**src/hdl/rlpm_consts.svh**
```systemverilog
`ifndef RLPM_CONSTS_SVH
`define RLPM_CONSTS_SVH

// ----------------------------------------------------------------
// clock and timing
// ----------------------------------------------------------------
`define RLPM_CLK_KHZ 10000
// sleep entry, longest time (round down)
`define RLPM_SLEEP_ENTRY_NS 2000
`define RLPM_SLEEP_ENTRY_CYC ((`RLPM_SLEEP_ENTRY_NS * `RLPM_CLK_KHZ) / 1000000)
// sleep exit to detect, longest time (round down)
`define RLPM_WAKE_NS 100000
`define RLPM_WAKE_CYC ((`RLPM_WAKE_NS * `RLPM_CLK_KHZ) / 1000000)
// receiver detect retry interval
`define RLPM_RETRY_MS 12
`define RLPM_RETRY_CYC (`RLPM_RETRY_MS * `RLPM_CLK_KHZ)
// receive termination settle before probing, least time (round up)
`define RLPM_SETTLE_NS 1000
`define RLPM_SETTLE_CYC ((`RLPM_SETTLE_NS * `RLPM_CLK_KHZ + 999999) / 1000000)
// far-end termination probe window, least time (round up)
`define RLPM_PROBE_NS 2000
`define RLPM_PROBE_CYC ((`RLPM_PROBE_NS * `RLPM_CLK_KHZ + 999999) / 1000000)
// idle time on both channels before low-power entry
`define RLPM_U2_IDLE_NS 300000
`define RLPM_U2_IDLE_CYC (((`RLPM_U2_IDLE_NS / 1000) * `RLPM_CLK_KHZ) / 1000)
// electrical idle entry/exit, longest time, never under one cycle
`define RLPM_EIDLE_NS 6
`define RLPM_EIDLE_RAW ((`RLPM_EIDLE_NS * `RLPM_CLK_KHZ) / 1000000)
`define RLPM_EIDLE_CYC ((`RLPM_EIDLE_RAW > 0) ? `RLPM_EIDLE_RAW : 1)
`define RLPM_TMR_W 17

// ----------------------------------------------------------------
// register map (byte addresses)
// ----------------------------------------------------------------
`define RLPM_CTRL_OFS 4'h0
`define RLPM_STATUS_OFS 4'h4
`define RLPM_COND_OFS 4'h8
`define RLPM_CTRL_RST 32'h0000_0001
`define RLPM_CTRL_AUTOLP_BIT 0

// ----------------------------------------------------------------
// three-level codes
// ----------------------------------------------------------------
`define RLPM_TRI_LOW 2'h0
`define RLPM_TRI_MID 2'h1
`define RLPM_TRI_HIGH 2'h2

`endif

```
**src/hdl/rlpm_pkg.sv**
```systemverilog
package rlpm_pkg;

	// ------------------------------------------------------------
	// pin sense of a three-level control input
	// ------------------------------------------------------------
	typedef struct packed {
		logic hi; // pin seen high
		logic lo; // pin seen low; neither means unconnected
	} rlpm_tri_t;

	typedef struct packed {
		rlpm_tri_t eq_ch2;
		rlpm_tri_t eq_ch1;
		rlpm_tri_t de_ch2;
		rlpm_tri_t de_ch1;
		rlpm_tri_t os_ch2;
		rlpm_tri_t os_ch1;
	} rlpm_pins_t;

	// decoded per-channel conditioning settings
	typedef struct packed {
		logic [1:0] eq_ch2;
		logic [1:0] eq_ch1;
		logic [3:0] deos_ch2; // {de, os} pair for de-emphasis
		logic [3:0] deos_ch1;
		logic [1:0] os_ch2;
		logic [1:0] os_ch1;
	} rlpm_cond_t;

	// ------------------------------------------------------------
	// operating modes, gray along sleep-detect-normal-lowpower
	// ------------------------------------------------------------
	typedef enum logic [2:0] {
		RLPM_SLEEP = 3'h0,
		RLPM_SETTLE = 3'h1,
		RLPM_PROBE = 3'h3,
		RLPM_NORMAL = 3'h2,
		RLPM_LOWPWR = 3'h6,
		RLPM_RETRY = 3'h7,
		RLPM_COMPLY = 3'h5
	} rlpm_state_t;

endpackage

```
**src/hdl/rlpm_top.sv**
```systemverilog
`include "rlpm_consts.svh"
// Operation
// - sleep on falling sleep control, or at power-up with it low
// - asleep, all terminations high impedance and all operation stopped
// - sleep entry completes within 2 us of the fall
// - sleep control high leaves sleep for receiver detect within 100 us
// - link break or no partner found sends device to receiver detect
// - in receiver detect, input terminations high impedance, core mostly off
// - reconnected partner returns device to normal without control change
// - timer notices U2/U3 idle and switches off selected circuitry
// - LFPS activity in U2/U3 returns device to active mode
// - detect cycle sets receive termination high-Z before probing transmitters
// - both channels found switches terminations to low impedance
// - failed channel gets transmitter high-Z and low-power state
// - failed detect retries every 12 ms until found or sleep
// - compliance only with sleep control and compliance select high
// - compliance keeps low-Z receive termination, auto detect disabled
// - input below idle threshold asserts electrical idle on its transmitter
// - input above exit threshold resumes passing signal to output
// - electrical idle entry and exit take at most one cycle
// - conditioning set by six three-level inputs: low, high, unconnected
// - de-emphasis per channel from its de-emphasis and swing selects
module rlpm_top #(
	parameter int RETRY_CYC = `RLPM_RETRY_CYC
) (
	// clock and reset
	input wire logic CORE_CLK_IN,
	input wire logic SYS_RST_IN,
	// static control pins
	input wire logic SLEEP_CTRL_IN,
	input wire logic COMPLIANCE_SELECT_IN,
	input wire rlpm_pkg::rlpm_pins_t SETTING_PINS_IN,
	// analog sense, per channel
	input wire logic [1:0] RX_TERM_SENSE_IN,
	input wire logic [1:0] RX_SIGNAL_IN,
	input wire logic LINK_BREAK_IN,
	// analog control, per channel
	output logic [1:0] RX_TERM_LOWZ_OUT,
	output logic [1:0] TX_TERM_LOWZ_OUT,
	output logic [1:0] TX_ENABLE_OUT,
	output logic [1:0] TX_EIDLE_OUT,
	output logic [1:0] CH_LOWPOWER_OUT,
	output logic RX_DETECT_PROBE_OUT,
	output logic CORE_ON_OUT,
	output rlpm_pkg::rlpm_state_t MODE_OUT,
	output rlpm_pkg::rlpm_cond_t COND_OUT,
	// avalon-mm slave
	input wire logic [3:0] AVS_ADDRESS_IN,
	input wire logic AVS_READ_IN,
	input wire logic AVS_WRITE_IN,
	input wire logic [31:0] AVS_WRITEDATA_IN,
	output logic [31:0] AVS_READDATA_OUT,
	output logic AVS_WAITREQUEST_OUT
);
	import rlpm_pkg::*;

	// ------------------------------------------------------------
	// helpers
	// ------------------------------------------------------------
	// three-level pin to two-bit code
	function automatic logic [1:0] tri_decode(input rlpm_tri_t p);
		logic [1:0] c;
		c = `RLPM_TRI_MID;
		if (p.hi && !p.lo)
			c = `RLPM_TRI_HIGH;
		else if (p.lo && !p.hi)
			c = `RLPM_TRI_LOW;
		return c;
	endfunction

	localparam logic [`RLPM_TMR_W-1:0] SETTLE_LAST =
		`RLPM_TMR_W'(`RLPM_SETTLE_CYC - 1);
	localparam logic [`RLPM_TMR_W-1:0] PROBE_LAST =
		`RLPM_TMR_W'(`RLPM_PROBE_CYC - 1);
	localparam logic [`RLPM_TMR_W-1:0] U2_LAST =
		`RLPM_TMR_W'(`RLPM_U2_IDLE_CYC - 1);
	localparam logic [`RLPM_TMR_W-1:0] RETRY_LAST =
		`RLPM_TMR_W'(RETRY_CYC - 1);

	rlpm_state_t state_ff, nxt_state;
	logic [`RLPM_TMR_W-1:0] timer_ff, nxt_timer;
	logic en_prev_ff;
	logic [1:0] found_ff;
	logic [31:0] ctrl_ff;
	logic wait_ff;
	logic sleep_go, comp_go, autolp;

	// ------------------------------------------------------------
	// mode priority
	// ------------------------------------------------------------
	// falling sleep control, or sleep control low in any mode
	assign sleep_go = (en_prev_ff && !SLEEP_CTRL_IN) ||
		!SLEEP_CTRL_IN;
	assign comp_go = SLEEP_CTRL_IN && COMPLIANCE_SELECT_IN;
	assign autolp = ctrl_ff[`RLPM_CTRL_AUTOLP_BIT];

	// sleep control history for edge detection
	always_ff @(posedge CORE_CLK_IN or posedge SYS_RST_IN)
	begin
		if (SYS_RST_IN)
			en_prev_ff <= 1'b0;
		else
			en_prev_ff <= SLEEP_CTRL_IN;
	end

	// ------------------------------------------------------------
	// mode sequencer
	// ------------------------------------------------------------
	always_comb
	begin
		nxt_state = state_ff;
		nxt_timer = `RLPM_TMR_W'(timer_ff + 1'b1);
		if (sleep_go)
			nxt_state = RLPM_SLEEP;
		else if (comp_go)
			nxt_state = RLPM_COMPLY;
		else
		begin
			case (state_ff)
				RLPM_SLEEP:
					nxt_state = RLPM_SETTLE;
				RLPM_COMPLY:
					nxt_state = RLPM_SETTLE;
				RLPM_SETTLE:
					if (timer_ff == SETTLE_LAST)
						nxt_state = RLPM_PROBE;
				RLPM_PROBE:
					if (timer_ff == PROBE_LAST)
					begin
						if (RX_TERM_SENSE_IN == 2'h3)
							nxt_state = RLPM_NORMAL;
						else
							nxt_state = RLPM_RETRY;
					end
				RLPM_RETRY:
					if (timer_ff == RETRY_LAST)
						nxt_state = RLPM_SETTLE;
				RLPM_NORMAL:
				begin
					if (LINK_BREAK_IN)
						nxt_state = RLPM_SETTLE;
					else if (RX_SIGNAL_IN != 2'h0)
						nxt_timer = '0;
					else if (timer_ff == U2_LAST)
					begin
						// hold the count while auto low power is off
						nxt_timer = timer_ff;
						if (autolp)
							nxt_state = RLPM_LOWPWR;
					end
				end
				RLPM_LOWPWR:
					if (LINK_BREAK_IN)
						nxt_state = RLPM_SETTLE;
					else if (RX_SIGNAL_IN != 2'h0)
						nxt_state = RLPM_NORMAL;
				default:
					nxt_state = RLPM_SLEEP;
			endcase
		end
		if (nxt_state != state_ff)
			nxt_timer = '0;
	end

	// state and shared timer
	always_ff @(posedge CORE_CLK_IN or posedge SYS_RST_IN)
	begin
		if (SYS_RST_IN)
		begin
			state_ff <= RLPM_SLEEP;
			timer_ff <= '0;
		end
		else
		begin
			state_ff <= nxt_state;
			timer_ff <= nxt_timer;
		end
	end

	// per-channel detect result, kept for the retry wait
	always_ff @(posedge CORE_CLK_IN or posedge SYS_RST_IN)
	begin
		if (SYS_RST_IN)
			found_ff <= 2'h0;
		else if (state_ff == RLPM_PROBE && timer_ff == PROBE_LAST)
			found_ff <= RX_TERM_SENSE_IN;
	end

	// ------------------------------------------------------------
	// analog controls, registered from the next mode
	// ------------------------------------------------------------
	always_ff @(posedge CORE_CLK_IN or posedge SYS_RST_IN)
	begin
		if (SYS_RST_IN)
		begin
			RX_TERM_LOWZ_OUT <= 2'h0;
			TX_TERM_LOWZ_OUT <= 2'h0;
			TX_ENABLE_OUT <= 2'h0;
			TX_EIDLE_OUT <= 2'h3;
			CH_LOWPOWER_OUT <= 2'h3;
			RX_DETECT_PROBE_OUT <= 1'b0;
			CORE_ON_OUT <= 1'b0;
			MODE_OUT <= RLPM_SLEEP;
		end
		else
		begin
			MODE_OUT <= nxt_state;
			RX_DETECT_PROBE_OUT <= (nxt_state == RLPM_PROBE);
			case (nxt_state)
				RLPM_NORMAL, RLPM_COMPLY:
				begin
					RX_TERM_LOWZ_OUT <= 2'h3;
					TX_TERM_LOWZ_OUT <= 2'h3;
					TX_ENABLE_OUT <= 2'h3;
					TX_EIDLE_OUT <= ~RX_SIGNAL_IN;
					CH_LOWPOWER_OUT <= 2'h0;
					CORE_ON_OUT <= 1'b1;
				end
				RLPM_LOWPWR:
				begin
					RX_TERM_LOWZ_OUT <= 2'h3;
					TX_TERM_LOWZ_OUT <= 2'h3;
					TX_ENABLE_OUT <= 2'h3;
					TX_EIDLE_OUT <= 2'h3;
					CH_LOWPOWER_OUT <= 2'h3;
					CORE_ON_OUT <= 1'b0;
				end
				RLPM_RETRY:
				begin
					RX_TERM_LOWZ_OUT <= 2'h0;
					TX_TERM_LOWZ_OUT <= 2'h0;
					TX_ENABLE_OUT <= 2'h0;
					TX_EIDLE_OUT <= 2'h3;
					CH_LOWPOWER_OUT <= ~((state_ff == RLPM_PROBE) ?
						RX_TERM_SENSE_IN : found_ff);
					CORE_ON_OUT <= 1'b0;
				end
				default:
				begin
					// sleep and detect: everything high impedance
					RX_TERM_LOWZ_OUT <= 2'h0;
					TX_TERM_LOWZ_OUT <= 2'h0;
					TX_ENABLE_OUT <= 2'h0;
					TX_EIDLE_OUT <= 2'h3;
					CH_LOWPOWER_OUT <= 2'h3;
					CORE_ON_OUT <= 1'b0;
				end
			endcase
		end
	end

	// ------------------------------------------------------------
	// conditioning decode
	// ------------------------------------------------------------
	always_ff @(posedge CORE_CLK_IN or posedge SYS_RST_IN)
	begin
		if (SYS_RST_IN)
			COND_OUT <= {8{`RLPM_TRI_MID}};
		else
		begin
			COND_OUT.eq_ch1 <= tri_decode(SETTING_PINS_IN.eq_ch1);
			COND_OUT.eq_ch2 <= tri_decode(SETTING_PINS_IN.eq_ch2);
			COND_OUT.os_ch1 <= tri_decode(SETTING_PINS_IN.os_ch1);
			COND_OUT.os_ch2 <= tri_decode(SETTING_PINS_IN.os_ch2);
			COND_OUT.deos_ch1 <= {tri_decode(SETTING_PINS_IN.de_ch1),
				tri_decode(SETTING_PINS_IN.os_ch1)};
			COND_OUT.deos_ch2 <= {tri_decode(SETTING_PINS_IN.de_ch2),
				tri_decode(SETTING_PINS_IN.os_ch2)};
		end
	end

	// ------------------------------------------------------------
	// avalon-mm slave: one wait cycle per access
	// ------------------------------------------------------------
	always_ff @(posedge CORE_CLK_IN or posedge SYS_RST_IN)
	begin
		if (SYS_RST_IN)
			wait_ff <= 1'b1;
		else
			wait_ff <= !((AVS_READ_IN || AVS_WRITE_IN) && wait_ff);
	end
	assign AVS_WAITREQUEST_OUT = wait_ff;

	// control register, written at the completing edge
	always_ff @(posedge CORE_CLK_IN or posedge SYS_RST_IN)
	begin
		if (SYS_RST_IN)
			ctrl_ff <= `RLPM_CTRL_RST;
		else if (AVS_WRITE_IN && !wait_ff &&
			AVS_ADDRESS_IN == `RLPM_CTRL_OFS)
			ctrl_ff <= {31'h0, AVS_WRITEDATA_IN[`RLPM_CTRL_AUTOLP_BIT]};
	end

	// read data, latched in the wait cycle
	always_ff @(posedge CORE_CLK_IN or posedge SYS_RST_IN)
	begin
		if (SYS_RST_IN)
			AVS_READDATA_OUT <= 32'h0;
		else if (AVS_READ_IN && wait_ff)
		begin
			case (AVS_ADDRESS_IN)
				`RLPM_CTRL_OFS:
					AVS_READDATA_OUT <= ctrl_ff;
				`RLPM_STATUS_OFS:
					AVS_READDATA_OUT <= {22'h0, found_ff, TX_EIDLE_OUT,
						CH_LOWPOWER_OUT, CORE_ON_OUT, MODE_OUT};
				`RLPM_COND_OFS:
					AVS_READDATA_OUT <= {16'h0, COND_OUT};
				default:
					AVS_READDATA_OUT <= 32'h0; // unmapped
			endcase
		end
	end

	// ------------------------------------------------------------
	// checks
	// ------------------------------------------------------------
	sleep_entry_a: assert property (@(posedge CORE_CLK_IN)
		disable iff (SYS_RST_IN)
		$fell(SLEEP_CTRL_IN) |-> ##[0:2] (MODE_OUT == RLPM_SLEEP))
		else $error("sleep not entered after control fell");

	sleep_hiz_a: assert property (@(posedge CORE_CLK_IN)
		disable iff (SYS_RST_IN)
		MODE_OUT == RLPM_SLEEP |-> RX_TERM_LOWZ_OUT == 2'h0 &&
			TX_TERM_LOWZ_OUT == 2'h0 && TX_ENABLE_OUT == 2'h0 &&
			!CORE_ON_OUT)
		else $error("terminations not high impedance in sleep");

	sleep_time_a: assert property (@(posedge CORE_CLK_IN)
		disable iff (SYS_RST_IN)
		$fell(SLEEP_CTRL_IN) |=> ##[0:19] (RX_TERM_LOWZ_OUT == 2'h0 &&
			TX_ENABLE_OUT == 2'h0))
		else $error("sleep entry exceeded 2 us");

	wake_a: assert property (@(posedge CORE_CLK_IN)
		disable iff (SYS_RST_IN)
		state_ff == RLPM_SLEEP && SLEEP_CTRL_IN && !COMPLIANCE_SELECT_IN
			|=> state_ff == RLPM_SETTLE)
		else $error("sleep exit to detect missed");

	break_a: assert property (@(posedge CORE_CLK_IN)
		disable iff (SYS_RST_IN)
		state_ff == RLPM_NORMAL && LINK_BREAK_IN && SLEEP_CTRL_IN &&
			!COMPLIANCE_SELECT_IN |=> state_ff == RLPM_SETTLE)
		else $error("link break did not start detect");

	detect_hiz_a: assert property (@(posedge CORE_CLK_IN)
		disable iff (SYS_RST_IN)
		RX_DETECT_PROBE_OUT |-> RX_TERM_LOWZ_OUT == 2'h0 &&
			$past(RX_TERM_LOWZ_OUT) == 2'h0 && !CORE_ON_OUT)
		else $error("probe while receive termination low impedance");

	found_a: assert property (@(posedge CORE_CLK_IN)
		disable iff (SYS_RST_IN)
		state_ff == RLPM_PROBE && timer_ff == PROBE_LAST &&
			RX_TERM_SENSE_IN == 2'h3 && !sleep_go && !comp_go
			|=> RX_TERM_LOWZ_OUT == 2'h3 && TX_TERM_LOWZ_OUT == 2'h3)
		else $error("terminations not switched after detect");

	fail_a: assert property (@(posedge CORE_CLK_IN)
		disable iff (SYS_RST_IN)
		state_ff == RLPM_PROBE && timer_ff == PROBE_LAST &&
			RX_TERM_SENSE_IN != 2'h3 && !sleep_go && !comp_go
			|=> TX_ENABLE_OUT == 2'h0 &&
			CH_LOWPOWER_OUT == ~$past(RX_TERM_SENSE_IN))
		else $error("failed channel not parked");

	retry_a: assert property (@(posedge CORE_CLK_IN)
		disable iff (SYS_RST_IN)
		state_ff == RLPM_RETRY && timer_ff == RETRY_LAST &&
			!sleep_go && !comp_go |=> state_ff == RLPM_SETTLE)
		else $error("detect retry not started on time");

	comply_a: assert property (@(posedge CORE_CLK_IN)
		disable iff (SYS_RST_IN)
		SLEEP_CTRL_IN && COMPLIANCE_SELECT_IN |=>
			MODE_OUT == RLPM_COMPLY && RX_TERM_LOWZ_OUT == 2'h3 &&
			!RX_DETECT_PROBE_OUT)
		else $error("compliance mode not held");

	u2_entry_a: assert property (@(posedge CORE_CLK_IN)
		disable iff (SYS_RST_IN)
		state_ff == RLPM_NORMAL && timer_ff == U2_LAST && autolp &&
			RX_SIGNAL_IN == 2'h0 && !LINK_BREAK_IN && !sleep_go &&
			!comp_go |=> CH_LOWPOWER_OUT == 2'h3)
		else $error("idle link not put in low power");

	lfps_wake_a: assert property (@(posedge CORE_CLK_IN)
		disable iff (SYS_RST_IN)
		state_ff == RLPM_LOWPWR && RX_SIGNAL_IN != 2'h0 &&
			!LINK_BREAK_IN && !sleep_go && !comp_go
			|=> MODE_OUT == RLPM_NORMAL && CORE_ON_OUT)
		else $error("activity did not wake low power");

	eidle_a: assert property (@(posedge CORE_CLK_IN)
		disable iff (SYS_RST_IN)
		MODE_OUT == RLPM_NORMAL |-> TX_EIDLE_OUT == ~$past(RX_SIGNAL_IN))
		else $error("electrical idle not tracking input");

	cond_a: assert property (@(posedge CORE_CLK_IN)
		disable iff (SYS_RST_IN)
		$stable(SETTING_PINS_IN) |=> COND_OUT.deos_ch1 ==
			{tri_decode($past(SETTING_PINS_IN.de_ch1)),
			tri_decode($past(SETTING_PINS_IN.os_ch1))})
		else $error("de-emphasis setting mis-decoded");

endmodule // rlpm_top

```
**config.mk**
```make
export PLATFORM = sky130hd
export DESIGN_NAME = rlpm_top
export DESIGN_NICKNAME = d
export VERILOG_FILES = /design/src/hdl/rlpm_pkg.sv /design/src/hdl/rlpm_top.sv
export VERILOG_INCLUDE_DIRS = /design/src /design/src/hdl
export SDC_FILE = /design/constraint.sdc
export NUM_CORES = 1
export LEC_CHECK = 0
export BUFFER_PORTS_ARGS = -buffer_cell sky130_fd_sc_hd__buf_2
export CAP_MARGIN = 20
export CORE_MARGIN = 2
export CORE_UTILIZATION = 44
export DETAILED_ROUTE_END_ITERATION = 10
export PLACE_DENSITY = 0.83
export SLEW_MARGIN = 20
export SYNTH_ARGS = -nofsm -noshare
export SYNTH_HDL_FRONTEND = slang
export SYNTH_SLANG_ARGS = --single-unit
```
**constraint.sdc**
```tcl
create_clock -name CORE_CLK_IN -period 2.55 [get_ports CORE_CLK_IN]
set_input_delay 0.1275 -clock CORE_CLK_IN [delete_from_list [all_inputs] [get_ports CORE_CLK_IN]]
set_output_delay 0.1275 -clock CORE_CLK_IN [all_outputs]
set_load 0.1 [all_outputs]
```
==> impl_table.tex <==
\begin{tabular}{lr}
\hline
Metric & Value \\
\hline
\multicolumn{2}{l}{\textbf{Status}} \\
\quad Outcome & complete, but fails checks \\
\quad Failing checks & negative setup slack \\
\multicolumn{2}{l}{\textbf{Power and ir drop}} \\
\quad Switching power summed over all nets & 0.907 mW \\
\quad Worst IR drop on VDD & 0.283 mV \\
\quad Fraction of power spent switching nets & 35.8\% \\
\quad Internal power summed over all cells & 1.62 mW \\
\quad Share of total power in combinational logic & 24.5\% \\
\quad Static power due to leakage & 1.85 nW \\
\quad Part of the power in registers & 40.3\% \\
\quad Clock Power Share & 35.2\% \\
\quad PD cells & 632 nW/um2 \\
\multicolumn{2}{l}{\textbf{STA}} \\
\quad RSZ-0062 raised after global routing & yes \\
\quad Number of pins exceeding their max-slew limit in the final report & 0 \\
\quad Setup clock skew after layout & 0.00361 ns \\
\quad Final Hold Violating Endpoints & 0 \\
\quad Minimum period implied by the final worst setup slack & 2.55 ns \\
\quad Final-report setup violation count & 1 \\
\quad Final worst-path setup slack & -0.00268 ns \\
\quad Max Freq & 392 MHz \\
\quad Fin crit share & 100\% \\
\multicolumn{2}{l}{\textbf{Setup path}} \\
\quad Arrival time reported for the critical path endpoint & 2.81 ns \\
\quad Number of cells on the critical path & 8 \\
\quad FF-to-FF setup slack & -0.003 ns \\
\quad Terminus of the critical flop-to-flop path & timer\_ff[15] \\
\quad CP delay by family, top & simple AND/OR/NAND/NOR gates \\
\quad Crit path max-delay cell type & or4\_4 \\
\quad Type of destination of the critical path & register \\
\quad Cell-by-cell listing of the critical path & or4\_4 > or2\_4 > or3\_4 > and3\_4 > a21oi\_4 > buf\_6 > o21ai\_4 > nor3\_2 \\
\quad CP Launch Type & register \\
\quad Critical path origin & timer\_ff[10] \\
\quad Highest fanout seen on the critical path & 8 \\
\quad Capture point of the worst path & timer\_ff[15] \\
\quad Startpoint-to-endpoint class of the critical path & reg -> reg \\
\quad Start of the worst register-to-register path & timer\_ff[10] \\
\quad FF-to-FF path depth & 8 \\
\quad CP Buf/Inv Count & 1 \\
\quad Data required time at the worst endpoint & 2.81 ns \\
\quad Stage delay of the slowest cell on the critical path & 0.56 ns \\
\multicolumn{2}{l}{\textbf{Yosys}} \\
\quad Post-synthesis average cell area & 9.69 um2 \\
\quad Dominant cells by area after synthesis & dfrtp\_1 (38\%), dfstp\_2 (10\%), nand2\_1 (7.1\%), buf\_4 (6.1\%), o21ai\_0 (3.6\%) \\
\quad Share of synthesized area occupied by flip-flops and latches & 48.1\% \\
\quad Number of enable flip-flop cells after synthesis & 0 \\
\quad Ys async rst share & 100\% \\
\quad Area of the mapped netlist & 3100 um2 \\
\quad Number of warnings reported in the yosys synthesis log & 0 \\
\quad Post-synthesis cell type with the largest combined area & dfrtp\_1 \\
\quad Number of instances in the synthesized netlist & 320 \\
\quad Fraction of post-synthesis cell area in the top cell type by area & 37.9\% \\
\quad Top\_reg\_cell synth & dfrtp\_1 \\
\quad Total of flip-flops plus latches after synthesis & 59 \\
\quad Number of distinct library cells after synthesis & 49 \\
\multicolumn{2}{l}{\textbf{GRT}} \\
\quad First-pass GRT wire length & 12.1 mm \\
\quad Total overflow reported by the global router & 0 \\
\quad Number of antenna violations at the first check in global routing & 0 \\
\quad Pin count of the biggest net entering global routing & 39 \\
\quad Total Routing Usage GR & 20.2\% \\
\quad Number of global-route vias before repair & 2,558 \\
\multicolumn{2}{l}{\textbf{Route}} \\
\quad Average detailed-routed wire length per instance & 14.8 um \\
\quad Number of nets with antenna violations after detailed routing & 0 \\
\quad First-pass iteration count of the detailed router & 4 \\
\quad Number of violations reported at the end of detailed-routing iteration 0 & 158 \\
\quad Final WL & 7.74 mm \\
\quad Number of DRC violations after detailed routing & 0 \\
\quad Via count & 2,700 \\
\quad Via count normalized by instance count & 5.17 \\
\multicolumn{2}{l}{\textbf{Floorplan}} \\
\quad Std-Cell Core Area & 6790 um2 \\
\quad Site row count & 30 \\
\quad Chip Width & 87.9 um \\
\quad Ports placed on the boundary & 123 \\
\quad Starting density of the core & 45.6\% \\
\quad Die Y & 87.9 um \\
\quad Overall die area & 7730 um2 \\
\multicolumn{2}{l}{\textbf{Place}} \\
\quad Number of I/O port buffers & 75 \\
\quad Setup slack at placement & -0.0323 ns \\
\quad Placed Area & 3610 um2 \\
\quad Global placement routability congestion & 0.895 \\
\quad Placed wire-length estimate & 5.26 mm \\
\multicolumn{2}{l}{\textbf{Worst hold path}} \\
\quad Hold Path Class & in -> reg \\
\quad Launch point of the worst hold path & SETTING\_PINS\_IN[7] \\
\multicolumn{2}{l}{\textbf{Clocking}} \\
\quad CTS Buffer Depth & 2 \\
\quad CTS clk-pin slew, worst paths & 0.07 ns \\
\quad Number of H-tree levels & 3 \\
\quad CTS Root Buffer Type & clkbuf\_8 \\
\quad CTS tree & done \\
\quad Clk sink count & 59 \\
\quad CTS buffer count & 9 \\
\quad Clock latency on the worst-skew pair & 0.33 ns \\
\multicolumn{2}{l}{\textbf{Job}} \\
\quad Count of maximum capacitance violations & 0 \\
\multicolumn{2}{l}{\textbf{Finish}} \\
\quad Net count reported at finish & 488 \\
\quad Final cell area excluding filler cells & 4010 um2 \\
\quad Antenna diodes & 0 \\
\quad Syn-to-layout area delta & 29.3\% \\
\quad Core Util, Final & 59.0\% \\
\quad Leading cell type in the layout, fill and taps excluded & buf\_2 \\
\quad Proportion of layout cells with a drive suffix above 1 & 36.9\% \\
\quad Commonest cells after routing, fill and taps aside & buf\_2 (75), nand2\_1 (59), dfrtp\_1 (45) \\
\hline
\end{tabular}
==> how the worst min path moves through the flow <==
stage | endpoint | slack [ns] | cells past startpoint
floorplan | TX_EIDLE_OUT[0] | 0.17 | 1
global placement | timer_ff[7] | 0.17 | 2
detailed placement | timer_ff[7] | 0.17 | 2
CTS | COND_OUT[10] | 0.003 | 2
global route | COND_OUT[12] | 0.003 | 2
finish | COND_OUT[10] | 0.02 | 2
==> cell usage after synthesis, types with 8 or more instances <==
| library cell | instances |
|---|---|
| a22oi_1 | 10 |
| buf_4 | 25 |
| clkbuf_1 | 9 |
| dfrtp_1 | 47 |
| dfstp_2 | 12 |
| ha_1 | 8 |
| inv_1 | 9 |
| nand2_1 | 59 |
| nand3_1 | 8 |
| nor2_1 | 11 |
| nor3_1 | 8 |
| o21ai_0 | 22 |
| xor2_1 | 8 |
==> power groups by stage <==
| stage | sequential [mW] | clock [mW] | combinational [mW] |
|---|---|---|---|
| floorplan | 1.24 | 0 | 0.310 |
| global placement | 1.03 | 0 | 0.588 |
| detailed placement | 1.03 | 0 | 0.597 |
| CTS | 1.02 | 0.914 | 0.616 |
| global route | 1.02 | 0.951 | 0.651 |
| finish | 1.02 | 0.891 | 0.621 |
==> sequential cells by signal, indices dropped and copies added, names as in the netlist, 2 cells and up <==
register and cells:
MODE_OUT 3, AVS_READDATA_OUT 16, found_ff 2, CH_LOWPOWER_OUT 2
TX_EIDLE_OUT 2, timer_ff 17, COND_OUT 12
==> logic make-up (layout without fill, tap and decap cells) <==
| family | after synthesis | after routing | synth area share [%] |
|---|---|---|---|
| and+or+nand+nor | 139 | 139 | 23.8 |
| AOI/OAI and AO/OA | 49 | 51 | 10.2 |
| xor gates and xnor gates | 14 | 14 | 3.95 |
| muxes | 6 | 6 | 2.02 |
| buffers and inverters | 44 | 133 | 8.60 |
| DFF | 59 | 59 | 48.1 |
| other | 1 | 16 | 0.121 |
| adders and majority gates | 8 | 8 | 3.23 |
==> through the flow <==
stage                     hold WS, ns  power, mW  std cells  setup TNS, ns
after global placement          0.165       1.62        493              0
after detailed placement        0.174       1.63        493        -0.0534
after CTS                     0.00299       2.55        520              0
after floorplan                 0.167       1.55        335              0
final                          0.0182       2.53        522       -0.00268
after global routing          0.00334       2.62        522        -0.0755
==> routing by layer <==
metal  global-route usage, %  wire, um  up-vias
met5                       0         0        -
met4                    6.71       111        0
met3                    5.28       486       14
met2                    33.7      3940      121
met1                    25.4      3190     1281
li1                        -         -     1284
==> area by class of cell <==
cell class / count / area [um2]
fillers: 555 / 2790
flip-flops and latches: 59 / 1490
multi-input cells: 234 / 1490
repair buffers: 108 / 662
clock buffers: 12 / 165
well taps: 96 / 120
clock inverters: 4 / 47.5
inverters: 9 / 33.8
==> repair_timing <==
action,in CTS,in global routing
setup endpoints to repair,15,18
buffers inserted,1,1
gates resized for setup,1,11
hold endpoints to repair,21,0
hold buffers,9,0
cloned,1,1
pin swaps,2,16
Note: power is estimated with default switching activity, not from simulation.
